<file path="config.mk">
export PLATFORM = sky130hd
export DESIGN_NAME = rstd_core
export DESIGN_NICKNAME = d
export VERILOG_FILES = /design/src/hw/rstd_pkg.sv /design/src/hw/rstd_core.sv
export SDC_FILE = /design/constraint.sdc
export NUM_CORES = 1
export LEC_CHECK = 0
export BUFFER_PORTS_ARGS = -buffer_cell sky130_fd_sc_hd__buf_2
export CAP_MARGIN = 20
export CORE_MARGIN = 2
export CORE_UTILIZATION = 40
export CTS_CLUSTER_SIZE = 10
export DETAILED_ROUTE_END_ITERATION = 6
export HOLD_SLACK_MARGIN = 0.08
export PLACE_DENSITY = 0.63
export RECOVER_POWER = 100
export SYNTH_ARGS = -nofsm -noshare
export SYNTH_HDL_FRONTEND = slang
export SYNTH_SLANG_ARGS = --single-unit
</file>
<file path="constraint.sdc">
create_clock -name pclk -period 3.4 [get_ports pclk]
set_input_delay 0.68 -clock pclk [delete_from_list [all_inputs] [get_ports pclk]]
set_output_delay 0.68 -clock pclk [all_outputs]
set_load 0.02 [all_outputs]
</file>
<file path="src/hw/rstd_pkg.sv">
// package for the receive-status and transmit-dma-setup block
// assumes an APB slave with 8-bit byte addresses and 32-bit data
package rstd_pkg;

    localparam int RSTD_ADDR_W = 8;
    localparam int RSTD_DATA_W = 32;

    // register byte addresses (one aligned word each)
    localparam logic [7:0] RSTD_ADDR_RX_STATUS = 8'h0C;
    localparam logic [7:0] RSTD_ADDR_TX_PAGE = 8'h20;
    localparam logic [7:0] RSTD_ADDR_TX_COUNT_LO = 8'h24;
    localparam logic [7:0] RSTD_ADDR_TX_COUNT_HI = 8'h28;
    localparam logic [7:0] RSTD_ADDR_RX_CONTROL = 8'h2C;
    localparam logic [7:0] RSTD_ADDR_TALLY_ALIGN = 8'h30;
    localparam logic [7:0] RSTD_ADDR_TALLY_CRC = 8'h34;
    localparam logic [7:0] RSTD_ADDR_TALLY_MISSED = 8'h38;
    localparam logic [7:0] RSTD_ADDR_TX_COMMAND = 8'h40;
    localparam logic [7:0] RSTD_ADDR_TX_ADDR_LO = 8'h44;
    localparam logic [7:0] RSTD_ADDR_TX_ADDR_HI = 8'h48;
    localparam logic [7:0] RSTD_ADDR_TX_LEFT_LO = 8'h4C;
    localparam logic [7:0] RSTD_ADDR_TX_LEFT_HI = 8'h50;

    // receive status fields
    localparam int RSTD_RS_INTACT = 0;
    localparam int RSTD_RS_CRC = 1;
    localparam int RSTD_RS_ALIGN = 2;
    localparam int RSTD_RS_OVERFLOW = 3;
    localparam int RSTD_RS_MISSED = 4;
    localparam int RSTD_RS_MULTICAST = 5;
    localparam int RSTD_RS_DISABLED = 6;
    localparam int RSTD_RS_DEFER = 7;

    // receive control fields
    localparam int RSTD_RC_SAVE_ERR = 0;
    localparam int RSTD_RC_MONITOR = 1;

    // transmit command fields
    localparam int RSTD_TC_START = 0;
    localparam int RSTD_TC_BUSY = 1;

    localparam logic [7:0] RSTD_BYTE_RESET = 8'h00;
    localparam logic [7:0] RSTD_TALLY_MAX = 8'hFF;
    localparam logic [15:0] RSTD_WORD_RESET = 16'h0000;
    localparam logic [31:0] RSTD_RDATA_RESET = 32'h0000_0000;

    // what the receiver reports at the end of a frame
    typedef struct packed {
        logic crc_bad;
        logic off_boundary;
        logic multicast;
        logic addr_match;
        logic no_buffer;
    } rstd_rx_end_type;

    // local dma view of the transmit channel
    typedef struct packed {
        logic [15:0] addr;
        logic [15:0] remaining;
        logic active;
    } rstd_tx_dma_type;

    typedef enum logic {
        RSTD_RX_IDLE = 1'b0,
        RSTD_RX_RECV = 1'b1
    } rstd_rx_state_type;

    typedef enum logic {
        RSTD_TX_IDLE = 1'b0,
        RSTD_TX_MOVE = 1'b1
    } rstd_tx_state_type;

endpackage

</file>
<file path="src/hw/rstd_core.sv">
// receive status reporting and transmit local-dma setup behind an APB slave
// assumes receiver, fifo and dma inputs are synchronous to pclk
`timescale 1ns/1ps

module rstd_core
    import rstd_pkg::*;
(
    input wire logic pclk,
    input wire logic presetn,
    input wire logic psel,
    input wire logic penable,
    input wire logic pwrite,
    input wire logic [RSTD_ADDR_W-1:0] paddr,
    input wire logic [RSTD_DATA_W-1:0] pwdata,
    input wire logic [3:0] pstrb,
    output logic [RSTD_DATA_W-1:0] prdata,
    output logic pready,
    output logic pslverr,
    input wire logic rx_frame_start,
    input wire logic rx_frame_end,
    input wire rstd_rx_end_type rx_end_info,
    input wire logic rx_fifo_overflow,
    input wire logic codec_carrier,
    input wire logic codec_collision,
    input wire logic jabber_collision,
    output logic rx_store,
    output logic rx_abort,
    output logic status_wr_valid,
    output logic [7:0] status_wr_data,
    input wire logic status_wr_ready,
    input wire logic tx_byte_moved,
    output rstd_tx_dma_type tx_dma,
    output logic tx_done
);

    // register file state
    logic [7:0] receive_status, next_receive_status;
    logic [7:0] transmit_page_start, next_transmit_page_start;
    logic [7:0] transmit_byte_count_low, next_transmit_byte_count_low;
    logic [7:0] transmit_byte_count_high, next_transmit_byte_count_high;
    logic save_errored_packets, next_save_errored_packets;
    logic monitor_mode, next_monitor_mode;
    logic [7:0] alignment_error_tally, next_alignment_error_tally;
    logic [7:0] crc_error_tally, next_crc_error_tally;
    logic [7:0] missed_packet_tally, next_missed_packet_tally;
    logic [RSTD_DATA_W-1:0] next_prdata;
    logic next_pready, next_pslverr;

    // receive path state
    rstd_rx_state_type rx_state, next_rx_state;
    logic next_rx_store, next_rx_abort;
    logic next_status_wr_valid;
    logic [7:0] next_status_wr_data;

    // transmit path state
    rstd_tx_state_type tx_state, next_tx_state;
    rstd_tx_dma_type next_tx_dma;
    logic next_tx_done;

    logic wr_take;
    logic tx_go;
    logic crc_err, align_err, errored, missed, keep_pkt;

    function automatic logic [7:0] tally_step(input logic [7:0] value, input logic hit);
        // saturate so a slow host still sees that errors happened
        tally_step = (hit && value != RSTD_TALLY_MAX) ? value + 8'h01 : value;
    endfunction

    function automatic logic mapped(input logic [7:0] addr);
        unique case (addr)
            RSTD_ADDR_RX_STATUS, RSTD_ADDR_TX_PAGE, RSTD_ADDR_TX_COUNT_LO,
            RSTD_ADDR_TX_COUNT_HI, RSTD_ADDR_RX_CONTROL, RSTD_ADDR_TALLY_ALIGN,
            RSTD_ADDR_TALLY_CRC, RSTD_ADDR_TALLY_MISSED, RSTD_ADDR_TX_COMMAND,
            RSTD_ADDR_TX_ADDR_LO, RSTD_ADDR_TX_ADDR_HI, RSTD_ADDR_TX_LEFT_LO,
            RSTD_ADDR_TX_LEFT_HI: mapped = 1'b1;
            default: mapped = 1'b0;
        endcase
    endfunction

    // write lands at the access edge where pready is already high
    assign wr_take = psel && penable && pready && pwrite && pstrb[0] && mapped(paddr);
    assign tx_go = wr_take && paddr == RSTD_ADDR_TX_COMMAND && pwdata[RSTD_TC_START]
        && tx_state == RSTD_TX_IDLE && {transmit_byte_count_high, transmit_byte_count_low} != 16'h0000;

    // frame classification, only meaningful on rx_frame_end
    assign crc_err = rx_end_info.crc_bad;
    assign align_err = rx_end_info.crc_bad && rx_end_info.off_boundary;
    assign errored = crc_err;
    assign missed = rx_end_info.addr_match && (rx_end_info.no_buffer || monitor_mode);
    assign keep_pkt = rx_end_info.addr_match && !rx_end_info.no_buffer && !monitor_mode
        && (!errored || save_errored_packets);

    // apb slave: no wait state; read data comes from a flop loaded at the setup edge
    always_comb begin
        next_pready = psel && !penable;
        next_pslverr = 1'b0;
        next_prdata = prdata;
        if (psel && !penable) begin
            next_prdata = RSTD_RDATA_RESET;
            next_pslverr = !mapped(paddr);
            unique case (paddr)
                RSTD_ADDR_RX_STATUS: next_prdata[7:0] = receive_status;
                RSTD_ADDR_TX_PAGE: next_prdata[7:0] = transmit_page_start;
                RSTD_ADDR_TX_COUNT_LO: next_prdata[7:0] = transmit_byte_count_low;
                RSTD_ADDR_TX_COUNT_HI: next_prdata[7:0] = transmit_byte_count_high;
                RSTD_ADDR_RX_CONTROL: begin
                    next_prdata[RSTD_RC_SAVE_ERR] = save_errored_packets;
                    next_prdata[RSTD_RC_MONITOR] = monitor_mode;
                end
                RSTD_ADDR_TALLY_ALIGN: next_prdata[7:0] = alignment_error_tally;
                RSTD_ADDR_TALLY_CRC: next_prdata[7:0] = crc_error_tally;
                RSTD_ADDR_TALLY_MISSED: next_prdata[7:0] = missed_packet_tally;
                RSTD_ADDR_TX_COMMAND: next_prdata[RSTD_TC_BUSY] = tx_dma.active;
                RSTD_ADDR_TX_ADDR_LO: next_prdata[7:0] = tx_dma.addr[7:0];
                RSTD_ADDR_TX_ADDR_HI: next_prdata[7:0] = tx_dma.addr[15:8];
                RSTD_ADDR_TX_LEFT_LO: next_prdata[7:0] = tx_dma.remaining[7:0];
                RSTD_ADDR_TX_LEFT_HI: next_prdata[7:0] = tx_dma.remaining[15:8];
                default: next_prdata = RSTD_RDATA_RESET;
            endcase
        end
    end

    always_ff @(posedge pclk or negedge presetn) begin
        if (!presetn) begin
            prdata <= RSTD_RDATA_RESET;
            pready <= 1'b0;
            pslverr <= 1'b0;
        end else begin
            prdata <= next_prdata;
            pready <= next_pready;
            pslverr <= next_pslverr;
        end
    end

    // software-written configuration
    always_comb begin
        next_transmit_page_start = transmit_page_start;
        next_transmit_byte_count_low = transmit_byte_count_low;
        next_transmit_byte_count_high = transmit_byte_count_high;
        next_save_errored_packets = save_errored_packets;
        next_monitor_mode = monitor_mode;
        if (wr_take) begin
            unique case (paddr)
                RSTD_ADDR_TX_PAGE: next_transmit_page_start = pwdata[7:0];
                RSTD_ADDR_TX_COUNT_LO: next_transmit_byte_count_low = pwdata[7:0];
                RSTD_ADDR_TX_COUNT_HI: next_transmit_byte_count_high = pwdata[7:0];
                RSTD_ADDR_RX_CONTROL: begin
                    next_save_errored_packets = pwdata[RSTD_RC_SAVE_ERR];
                    next_monitor_mode = pwdata[RSTD_RC_MONITOR];
                end
                default: begin
                end
            endcase
        end
    end

    always_ff @(posedge pclk or negedge presetn) begin
        if (!presetn) begin
            transmit_page_start <= RSTD_BYTE_RESET;
            transmit_byte_count_low <= RSTD_BYTE_RESET;
            transmit_byte_count_high <= RSTD_BYTE_RESET;
            save_errored_packets <= 1'b0;
            monitor_mode <= 1'b0;
        end else begin
            transmit_page_start <= next_transmit_page_start;
            transmit_byte_count_low <= next_transmit_byte_count_low;
            transmit_byte_count_high <= next_transmit_byte_count_high;
            save_errored_packets <= next_save_errored_packets;
            monitor_mode <= next_monitor_mode;
        end
    end

    // receive status, tallies and status write to the local dma
    always_comb begin
        next_rx_state = rx_state;
        next_receive_status = receive_status;
        next_alignment_error_tally = alignment_error_tally;
        next_crc_error_tally = crc_error_tally;
        next_missed_packet_tally = missed_packet_tally;
        next_rx_store = 1'b0;
        next_rx_abort = 1'b0;
        next_status_wr_valid = status_wr_valid && !status_wr_ready;
        next_status_wr_data = status_wr_data;
        unique case (rx_state)
            RSTD_RX_IDLE: begin
                if (rx_frame_start) begin
                    next_receive_status[5:0] = 6'h00;
                    next_rx_state = RSTD_RX_RECV;
                end
            end
            RSTD_RX_RECV: begin
                if (rx_fifo_overflow) begin
                    next_receive_status[RSTD_RS_OVERFLOW] = 1'b1;
                    next_rx_abort = 1'b1;
                    next_rx_state = RSTD_RX_IDLE;
                end else if (rx_frame_end) begin
                    next_receive_status[RSTD_RS_CRC] = crc_err;
                    next_receive_status[RSTD_RS_ALIGN] = align_err;
                    next_receive_status[RSTD_RS_MISSED] = missed;
                    next_receive_status[RSTD_RS_MULTICAST] = rx_end_info.multicast;
                    next_receive_status[RSTD_RS_INTACT] = !crc_err && !missed;
                    next_crc_error_tally = tally_step(crc_error_tally, crc_err);
                    next_alignment_error_tally = tally_step(alignment_error_tally, align_err);
                    next_missed_packet_tally = tally_step(missed_packet_tally, missed);
                    if (keep_pkt) begin
                        // a pending byte is replaced: the newer frame owns the dma slot
                        next_rx_store = 1'b1;
                        next_status_wr_valid = 1'b1;
                        next_status_wr_data = {receive_status[7:6], rx_end_info.multicast,
                            missed, 1'b0, align_err, crc_err, !crc_err && !missed};
                    end
                    next_rx_state = RSTD_RX_IDLE;
                end
            end
        endcase
        next_receive_status[RSTD_RS_DISABLED] = monitor_mode;
        next_receive_status[RSTD_RS_DEFER] = codec_carrier || codec_collision
            || jabber_collision;
    end

    always_ff @(posedge pclk or negedge presetn) begin
        if (!presetn) begin
            rx_state <= RSTD_RX_IDLE;
            receive_status <= RSTD_BYTE_RESET;
            alignment_error_tally <= RSTD_BYTE_RESET;
            crc_error_tally <= RSTD_BYTE_RESET;
            missed_packet_tally <= RSTD_BYTE_RESET;
            rx_store <= 1'b0;
            rx_abort <= 1'b0;
            status_wr_valid <= 1'b0;
            status_wr_data <= RSTD_BYTE_RESET;
        end else begin
            rx_state <= next_rx_state;
            receive_status <= next_receive_status;
            alignment_error_tally <= next_alignment_error_tally;
            crc_error_tally <= next_crc_error_tally;
            missed_packet_tally <= next_missed_packet_tally;
            rx_store <= next_rx_store;
            rx_abort <= next_rx_abort;
            status_wr_valid <= next_status_wr_valid;
            status_wr_data <= next_status_wr_data;
        end
    end

    // transmit local dma channel
    always_comb begin
        next_tx_state = tx_state;
        next_tx_dma = tx_dma;
        next_tx_done = 1'b0;
        unique case (tx_state)
            RSTD_TX_IDLE: begin
                if (tx_go) begin
                    next_tx_dma.addr = {transmit_page_start, 8'h00};
                    // full 16-bit length, nothing capped at frame size
                    next_tx_dma.remaining = {transmit_byte_count_high,
                        transmit_byte_count_low};
                    next_tx_dma.active = 1'b1;
                    next_tx_state = RSTD_TX_MOVE;
                end
            end
            RSTD_TX_MOVE: begin
                if (tx_byte_moved) begin
                    next_tx_dma.addr = tx_dma.addr + 16'h0001;
                    next_tx_dma.remaining = tx_dma.remaining - 16'h0001;
                    if (tx_dma.remaining == 16'h0001) begin
                        next_tx_dma.active = 1'b0;
                        next_tx_done = 1'b1;
                        next_tx_state = RSTD_TX_IDLE;
                    end
                end
            end
        endcase
    end

    always_ff @(posedge pclk or negedge presetn) begin
        if (!presetn) begin
            tx_state <= RSTD_TX_IDLE;
            tx_dma <= '0;
            tx_done <= 1'b0;
        end else begin
            tx_state <= next_tx_state;
            tx_dma <= next_tx_dma;
            tx_done <= next_tx_done;
        end
    end
endmodule

</file>
# Word-level counts from Yosys, hierarchy flattened
# Index checks and enable logic that the tools add are counted.
# Widths: inputs -> output; s select.
word_totals:
  word_cells: 139
  out_inout_bits: 79
  input_bits: 62
  register_bits: 114
op_classes:
  reduce_logical: 45
  eq_ne: 24
  add_sub_neg: 5
  bitwise: 3
  n_mux: 38
op_table:
  columns: ["operator", "n"]
  rows:
  - ["$mux 33", 2]
  - ["$pmux 33 s2", 1]
  - ["$pmux 6 s11", 1]
  - ["$eq 8x6->1 const B", 7]
  - ["$eq 8x7->1 const B", 5]
  - ["$add 8x1->8 const B", 3]
  - ["$mux 1", 24]
  - ["$ne 8x8->1 const B", 3]
  - ["$logic_and 1x1->1", 20]
  - ["$add 16x1->16 const B", 1]
  - ["$eq 16x1->1 const B", 1]
  - ["$reduce_and 4->1", 4]
  - ["$reduce_bool 16->1", 1]
  - ["$sub 16x1->16 const B", 1]
  - ["$pmux 1 s13", 1]
  - ["$reduce_or 13->1", 1]
  - ["$ne 2x2->1 const B", 6]
  - ["$pmux 1 s12", 1]
  - ["$pmux 6 s2", 1]
  - ["$reduce_and 2->1", 6]
  - ["$eq 8x4->1 const B", 1]
  - ["$logic_not 1->1", 7]
  - ["$mux 3", 2]
  - ["$mux 6", 1]
  - ["6 further kinds", 14]

# Longest topological paths before layout
# Gate-level depths: netlist of run 1.
depth:
  word_depth: 11
  depth_mapped: 8

# Least setup slack after synthesis of run 1
# OpenSTA, ideal clock, no wires.
synth_path:
  kind: "in2reg"
  startpoint: "in paddr[4]"
  endpoint: "reg tx_dma[32] (netlist bit)"
  stages: 7
  path_buffers: 2
  t_arrival_ps: 2453
  setup_time_ps: 141
  slack_ps: 806
  path_cell_list: "clkbuf_1 > or4b_2 > nor2_1 > and4_1 > clkbuf_1 > mux2i_1 > o221ai_1"
synth_via:
  elab_chain_len: 10
synth_rtl:
  columns: ["element", "line", "text"]
  rows:
  - ["from (decl)", "rstd_core.sv:13", "input wire logic [RSTD_ADDR_W-1:0] paddr,"]
  - ["$eq 8x7->1, or another cell as far along", "rstd_core.sv:70, rstd_core.sv:82", null]
  - ["$reduce_or 13->1", "rstd_core.sv:70", "unique case (addr)"]
  - ["$mux 1", "rstd_core.sv:70", null]
  - ["$logic_and 1x1->1", "rstd_core.sv:81", "assign wr_take = psel && penable && pready && pwrite && pstrb[0] && mapped(paddr);"]
  - ["$logic_and 1x1->1 * (2 in series)", "rstd_core.sv:82", "assign tx_go = wr_take && paddr == RSTD_ADDR_TX_COMMAND && pwdata[RSTD_TC_START]"]
  - ["$logic_and 1x1->1 * (2 in series)", "rstd_core.sv:83", "&& tx_state == RSTD_TX_IDLE && {transmit_byte_count_high, transmit_byte_count_low} != 16'h0000;"]
  - ["$ne 2x2->1 (no source line) *", null, null]
  - ["$reduce_and 2->1 (no source line) *", null, null]
  - ["to (signal assigned)", "rstd_core.sv:282", "tx_dma <= next_tx_dma;"]
  - ["to (decl)", "rstd_core.sv:32", "output rstd_tx_dma_type tx_dma,"]
# Every way passes the cells marked *; elsewhere a longest branch is shown, timed or not.
# A chain may end at the register's enable or synchronous reset.

# Worst setup path after layout of run 1
layout_path:
  startpoint: "in paddr[3]"
  endpoint: "reg prdata[0]"
layout_via:
  elab_chain_len: 2
layout_rtl:
  columns: ["element", "line", "text"]
  rows:
  - ["$eq 8x7->1, or another cell as far along", "rstd_core.sv:101", "unique case (paddr)"]
  - ["$pmux 1 s12 *", "rstd_core.sv:101", null]
  - ["to (signal assigned)", "rstd_core.sv:129", "prdata <= next_prdata;"]
  - ["to (decl)", "rstd_core.sv:16", "output logic [RSTD_DATA_W-1:0] prdata,"]
# Marks and branches as above.

==> results of run 1 <==
-- per-stage QoR --
step	cells	hold WS [ns]	setup slack (ns)
after floorplan	668	0.384	0.806
after CTS	963	0.387	0.761
after detailed placement	931	0.464	0.655
final	963	0.434	0.513
after global placement	931	0.461	0.654
after global routing	963	0.434	0.350
-- final timing paths --
| kind | start | end | slack [ns] |
|---|---|---|---|
| max in group asynchronous | presetn | tx_dma[30] | 0.98 |
| setup reg to reg | tx_dma[8] | tx_dma[16] | 0.72 |
| setup / recovery | paddr[3] | prdata[0] | 0.51 |
| hold / removal | status_wr_ready | status_wr_valid | 0.43 |
| hold reg to reg | prdata[4] | prdata[4] | 0.49 |
| min in group asynchronous | presetn | transmit_byte_count_high[2] | 0.66 |
-- cells in the final DEF, fill, tap and decap left out, drive strengths merged, types with 18 or more instances in the layout --
| cell | netlist | final |
|---|---|---|
| nor2 | 36 | 36 |
| buf | 32 | 41 |
| mux2 | 37 | 37 |
| conb | 1 | 25 |
| a21oi | 35 | 35 |
| o21ai | 38 | 38 |
| xnor2 | 18 | 18 |
| dfrtp | 114 | 114 |
| clkbuf | 25 | 90 |
| nand2 | 80 | 80 |
-- power by group --
group	switching (mW)	internal (mW)	total [mW]
clock	0.625	1.22	1.85
sequential	0.463	1.60	2.06
combinational	0.801	0.443	1.24
total	1.89	3.26	5.15
-- cells by family after synthesis --
logic type,count (synthesis),synth area share
AO/OA/AOI/OAI,159,0.171
XOR/XNOR,26,0.0364
adder cells (fa/ha/maj),6,0.0120
buffers and inverters,72,0.0602
flip-flops,114,0.456
multiplexers,50,0.0914
other,1,0.000599
AND/OR/NAND/NOR,216,0.173
-- critical path, cell delays in order --
cell and delay, ns:
clkbuf_1 0.34, clkbuf_1 0.74, nor4bb_1 0.29, clkbuf_1 0.28, and3_1 0.39, a221oi_1 0.17, a311oi_1 0.29
-- layout make-up --
cell class / instances / area, sq um
multi-input combinational: 482 / 3110
timing repair buffer: 109 / 494
inverter: 15 / 56.3
clock buffer: 22 / 484
tap: 211 / 264
sequential: 114 / 2850
fill: 1441 / 7860
clock inverter: 10 / 130
-- routing by layer --
layer  vias up  global-route usage  wire (microns)  part of all wire
met5         -                   0               0                 0
met4         0               0.104             642             0.033
met3        50              0.0516            1450             0.076
met2       296               0.361            8820              0.46
met1      2818               0.327            8250              0.43
li1       2537                   -               -                 -
-- flip-flops by register name, summed over array words and instances, names as in the netlist --
| signal | cells |
|---|---|
| status_wr_data | 7 |
| prdata | 8 |
| tx_dma | 33 |
| rx_abort | 1 |
| tx_done | 1 |
| status_wr_valid | 1 |
| transmit_byte_count_high | 8 |
| tx_state | 1 |
| rx_state | 1 |
| monitor_mode | 1 |
| save_errored_packets | 1 |
| rx_store | 1 |
| receive_status | 8 |
| alignment_error_tally | 8 |
| pready | 1 |
| crc_error_tally | 8 |
| missed_packet_tally | 8 |
| pslverr | 1 |
| transmit_byte_count_low | 8 |
| transmit_page_start | 8 |
==> impl_results.md, run 1 <==
* Arr. time, crit path at 3.20 ns
* Hold path depth at 2
* Post CTS Setup Buffer Count at 0
* Post-DP HPWL at 14,200 microns
* Synth Cell Area at 0.00626 sq mm
* Gpl congestion at roughly 0.91
* Initial drt markers at 558
* Syn-to-layout area delta at 18.2%
* Layout cells sized above 1 at 0.154
* Placed inst area at 0.00691 sq mm
* # DRC at 0
* Die area at around 0.017 sq mm
* Distinct cell type count after synthesis at 67
* Critical-path maximum fanout at 17
* Drt pass-1 iters at 5
* Worst R2R Path Depth at 5
* # port buffers at 88
* Setup violators final at 0
* Nets at 807
* Max Clk Rate at ~0.35 GHz
* Setup TNS Final at 0 ns
* Post-layout min period at just under 3 ns
* VDD IR max at 0.351 mV
* Least-Margin Pin Slew at 1.58 ns
* Count leader, synth: dfrtp_1
* CP Capture Type: register
* Max-cap violations at 1
* Total Routing Usage GR at 0.237
* Routed WL per cell at 19.9 microns
* Detail Route Antenna Nets at 0
* Worst-path clk slew at 0.05 ns
* Die Y at approximately 130 microns
* Worst slew margin at -0.0524
* CTS sink cnt at 114
* Post-CTS Resized at 0
* GR Overflow Total at 0
* CTS Hold Bufs at 0
* Inserted Diodes at 0
* Synth cell count leaders: dfrtp_1, nand2_1, o21ai_0, mux2_2, nor2_1
* Vias in the first global route at between 5,000 and 6,000
* Initial antenna violation count at 0
* Main synth FF type: dfrtp_1
* Die width at 129 microns
* Root Driver: clkbuf_16
* Register area share after synthesis at 0.456
* Max Root-Sink Buffers at 2
* Status: finished with violations
* Synth Area per Inst at 9.72 sq um
* First-pass GRT wire length at roughly 30,000 microns
* Starting Density at 0.410
* Period utilization at 0.849
* CP Data Required Time at between 3 and 4 ns
* Total power at 5.15 mW
* Top cell type's share of synthesized area at 0.456
* Leak Pwr at 3.22 nW
* Top post-synthesis cells by area: dfrtp_1, mux2_2, nand2_1
* Post-synth EDFFs at 0
* Hold crit path type: input pin to register
* Design area at 0.00739 sq mm
* RSZ-0062 raised after global routing: false
* Max H-tree Level at 4
* Syn. warnings at 0
* Ys async rst share at 1.00
* Core Util, Final at 0.485
* Failing checks: capacitance limit, slew limit
* Clk Latency, worst-skew pair at 0.42 ns
* Num rows at 45
* Syn Inst Count at 644
* CP Class: input pin to register
* I/O pin count at ~140
* Vias after detailed routing at 5,701
* Pwr dens at between 600 and 700 mW/mm^2
* Core box area at between 0.015 and 0.02 sq mm
* Final hold violations at 0
* CTS tree: yes
* Critical Path Start Type: input pin
* Yosys top cell by area: dfrtp_1
* Seq cells post-synth at 114
* TritonCTS Buffers at 17
* Largest net degree at the start of global routing at 64
* Routed vias/inst at 5.92
* Drt total wl at ~19,000 microns
* Clk_skew at around 0.0088 ns
* Slew Limit Fails at 64
Note: power is estimated with default switching activity, not from simulation.
==> run 2: changes to the inputs <==
--- a/config.mk
+++ b/config.mk
@@ -12,7 +12,7 @@
 export CTS_CLUSTER_SIZE = 10
 export DETAILED_ROUTE_END_ITERATION = 6
 export HOLD_SLACK_MARGIN = 0.08
-export PLACE_DENSITY = 0.63
+export PLACE_DENSITY = 0.65
 export RECOVER_POWER = 100
 export SYNTH_ARGS = -nofsm -noshare
 export SYNTH_HDL_FRONTEND = slang
==> constraint.sdc (replaced) <==
create_clock -name pclk -period 2.4 [get_ports pclk]
set_input_delay 0.48 -clock pclk [delete_from_list [all_inputs] [get_ports pclk]]
set_output_delay 0.48 -clock pclk [all_outputs]
set_load 0.02 [all_outputs]
==> impl_results.md, run 2 (synthesis gave the netlist of run 1 again) <==
* # port buffers at 88
* CTS tree: yes
* Routed WL per cell at 19.5 microns
* Commonest non-fill, non-tap cell in the layout: dfrtp_1
* Post CTS Setup Buffer Count at 0
* I/O pin count at 141
* Max Root-Sink Buffers at 2
* Layout cells sized above 1 at 0.176
* Die width at 129 microns
* Die Y at 129 microns
* Leak Pwr at 3.34 nW
* VDD IR max at 0.517 mV
* Pwr dens at between 900 and 1000 mW/mm^2
* Logic pwr share at 0.262
* Hold crit path type: input pin to register
* Setup violators final at 0
* Initial drt markers at 459
* Hold_sp: status_wr_ready
* Status: finished, final reports clean
* Most frequent cells in the layout: dfrtp_1, nand2_1, clkbuf_1
* Int Power at between 4 and 5 mW
* Psw at 2.64 mW
* Arr. time, crit path at 2.52 ns
* Critical path buffers and inverters at 3
* Vias in the first global route at between 5,000 and 6,000
* Total Routing Usage GR at 0.236
* Vias after detailed routing at 5,789
* Total power at between 7 and 8 mW
* R2R Setup Slk at roughly 0.23 ns
* Gpl congestion at 0.968
* CP Data Required Time at 2.74 ns
* Max-cap violations at 0
* Post-DP HPWL at between 10,000 and 15,000 microns
* Die area at between 0.015 and 0.02 sq mm
* Critical path origin: paddr[5]
* Crit-path cells: clkbuf_1 > or4b_2 > nor2_1 > a41o_1 > clkbuf_2 > buf_4 > a21oi_1 > a21oi_1
* Clk Latency, worst-skew pair at 0.42 ns
* RSZ-0062 raised after global routing: false
* Max Clk Rate at 0.459 GHz
* Inserted Diodes at 0
* Nets at 829
* TritonCTS Buffers at 17
* Drt total wl at ~19,000 microns
* Post-layout min period at roughly 2.2 ns
* Clk_skew at approximately 0.0067 ns
* Sw frac at 0.359
* Most used cell, CP: a21oi_1
* Initial antenna violation count at 0
* Worst-path clk slew at approximately 0.050 ns
* Flop pwr share at 0.386
* CP Class: input pin to register
* First-pass GRT wire length at 29,800 microns
* Syn-to-layout area delta at 21.0%
* Least-Margin Pin Slew at roughly 1.3 ns
* Largest net degree at the start of global routing at 65
* Root Driver: clkbuf_16
* Routed vias/inst at ~5.9
* Clock Power Share at 0.351
* Final hold violations at 0
* CTS sink cnt at 114
* Worst slew margin at 0.148
* Max incr delay on CP at 0.70 ns
* Core Util, Final at 0.496
* Core box area at about 0.015 sq mm
* GR Overflow Total at 0
* Num rows at 45
* Starting Density at 0.410
* Slew Limit Fails at 0
* Max H-tree Level at 4
* Drt pass-1 iters at 7
* Critical R2R Launch: tx_dma[8]
* Period utilization at 0.908
* Critical-path maximum fanout at 20
* Worst path slowest cell: or4b_2
* Crit-path leading delay family: simple AND/OR/NAND/NOR gates
* Max FFs per register at 33
* # DRC at 0
* Most flop-heavy register: tx_dma
* CP Capture Type: register
* Detail Route Antenna Nets at 0
* Critical Path Start Type: input pin
==> run 2: path summary, 6_finish.rpt <==
| check | to | cells past startpoint |
|---|---|---|
| worst max-delay path | tx_dma[10] | 8 |
| worst min-delay path | status_wr_valid | 2 |
| worst max register to register | tx_dma[16] | 5 |
| worst min register to register | prdata[4] | 2 |
| max in group asynchronous | tx_dma[8] | 3 |
| min in group asynchronous | transmit_byte_count_high[4] | 2 |
==> run 2: power by group through the flow <==
stage / registers, mW / logic [mW] / clock network, mW
3_5_place_dp: 2.85 / 2.00 / 0
3_3_place_gp: 2.82 / 1.97 / 0
5_1_grt: 2.88 / 2.14 / 2.70
2_1_floorplan: 2.97 / 1.04 / 0
6_report: 2.84 / 1.93 / 2.58
4_1_cts: 2.82 / 2.02 / 2.61
==> run 2: layout make-up <==
type                            instances  area, sq um
Clock inverter                          5          100
Tap cell                              211          264
Multi-Input combinational cell        482         3110
Fill cell                            1398         7680
Timing Repair Buffer                  131          684
Clock buffer                           24          502
Sequential cell                       114         2850
Inverter                               15         56.3
==> run 2: what timing repair did <==
item                                    in CTS  in global routing
resized for setup                            0                  0
hold buffers                                 1                  0
hold endpoints to repair                    21                  0
endpoints found under the setup margin       0                  0
==> run 2: metal layers <==
metal,wire [microns],vias to the layer above,global-route usage
met4,831,0,0.124
met2,8720,303,0.358
met1,7920,2856,0.321
met5,0,-,0
met3,1650,63,0.0483
li1,-,2567,-
==> run 2: through the flow <==
step | instances | hold slack [ns] | cell area (sq um) | setup TNS [ns] | setup WS (ns)
after global placement | 952 | 0.388 | 7090 | 0 | 0.0220
after CTS | 982 | 0.231 | 7700 | 0 | 0.226
after floorplan | 668 | 0.184 | 6350 | -0.0687 | -0.0687
after global routing | 982 | 0.249 | 7570 | 0 | 0.0765
after detailed placement | 952 | 0.396 | 7090 | -0.0111 | -0.00791
final | 982 | 0.238 | 7570 | 0 | 0.221
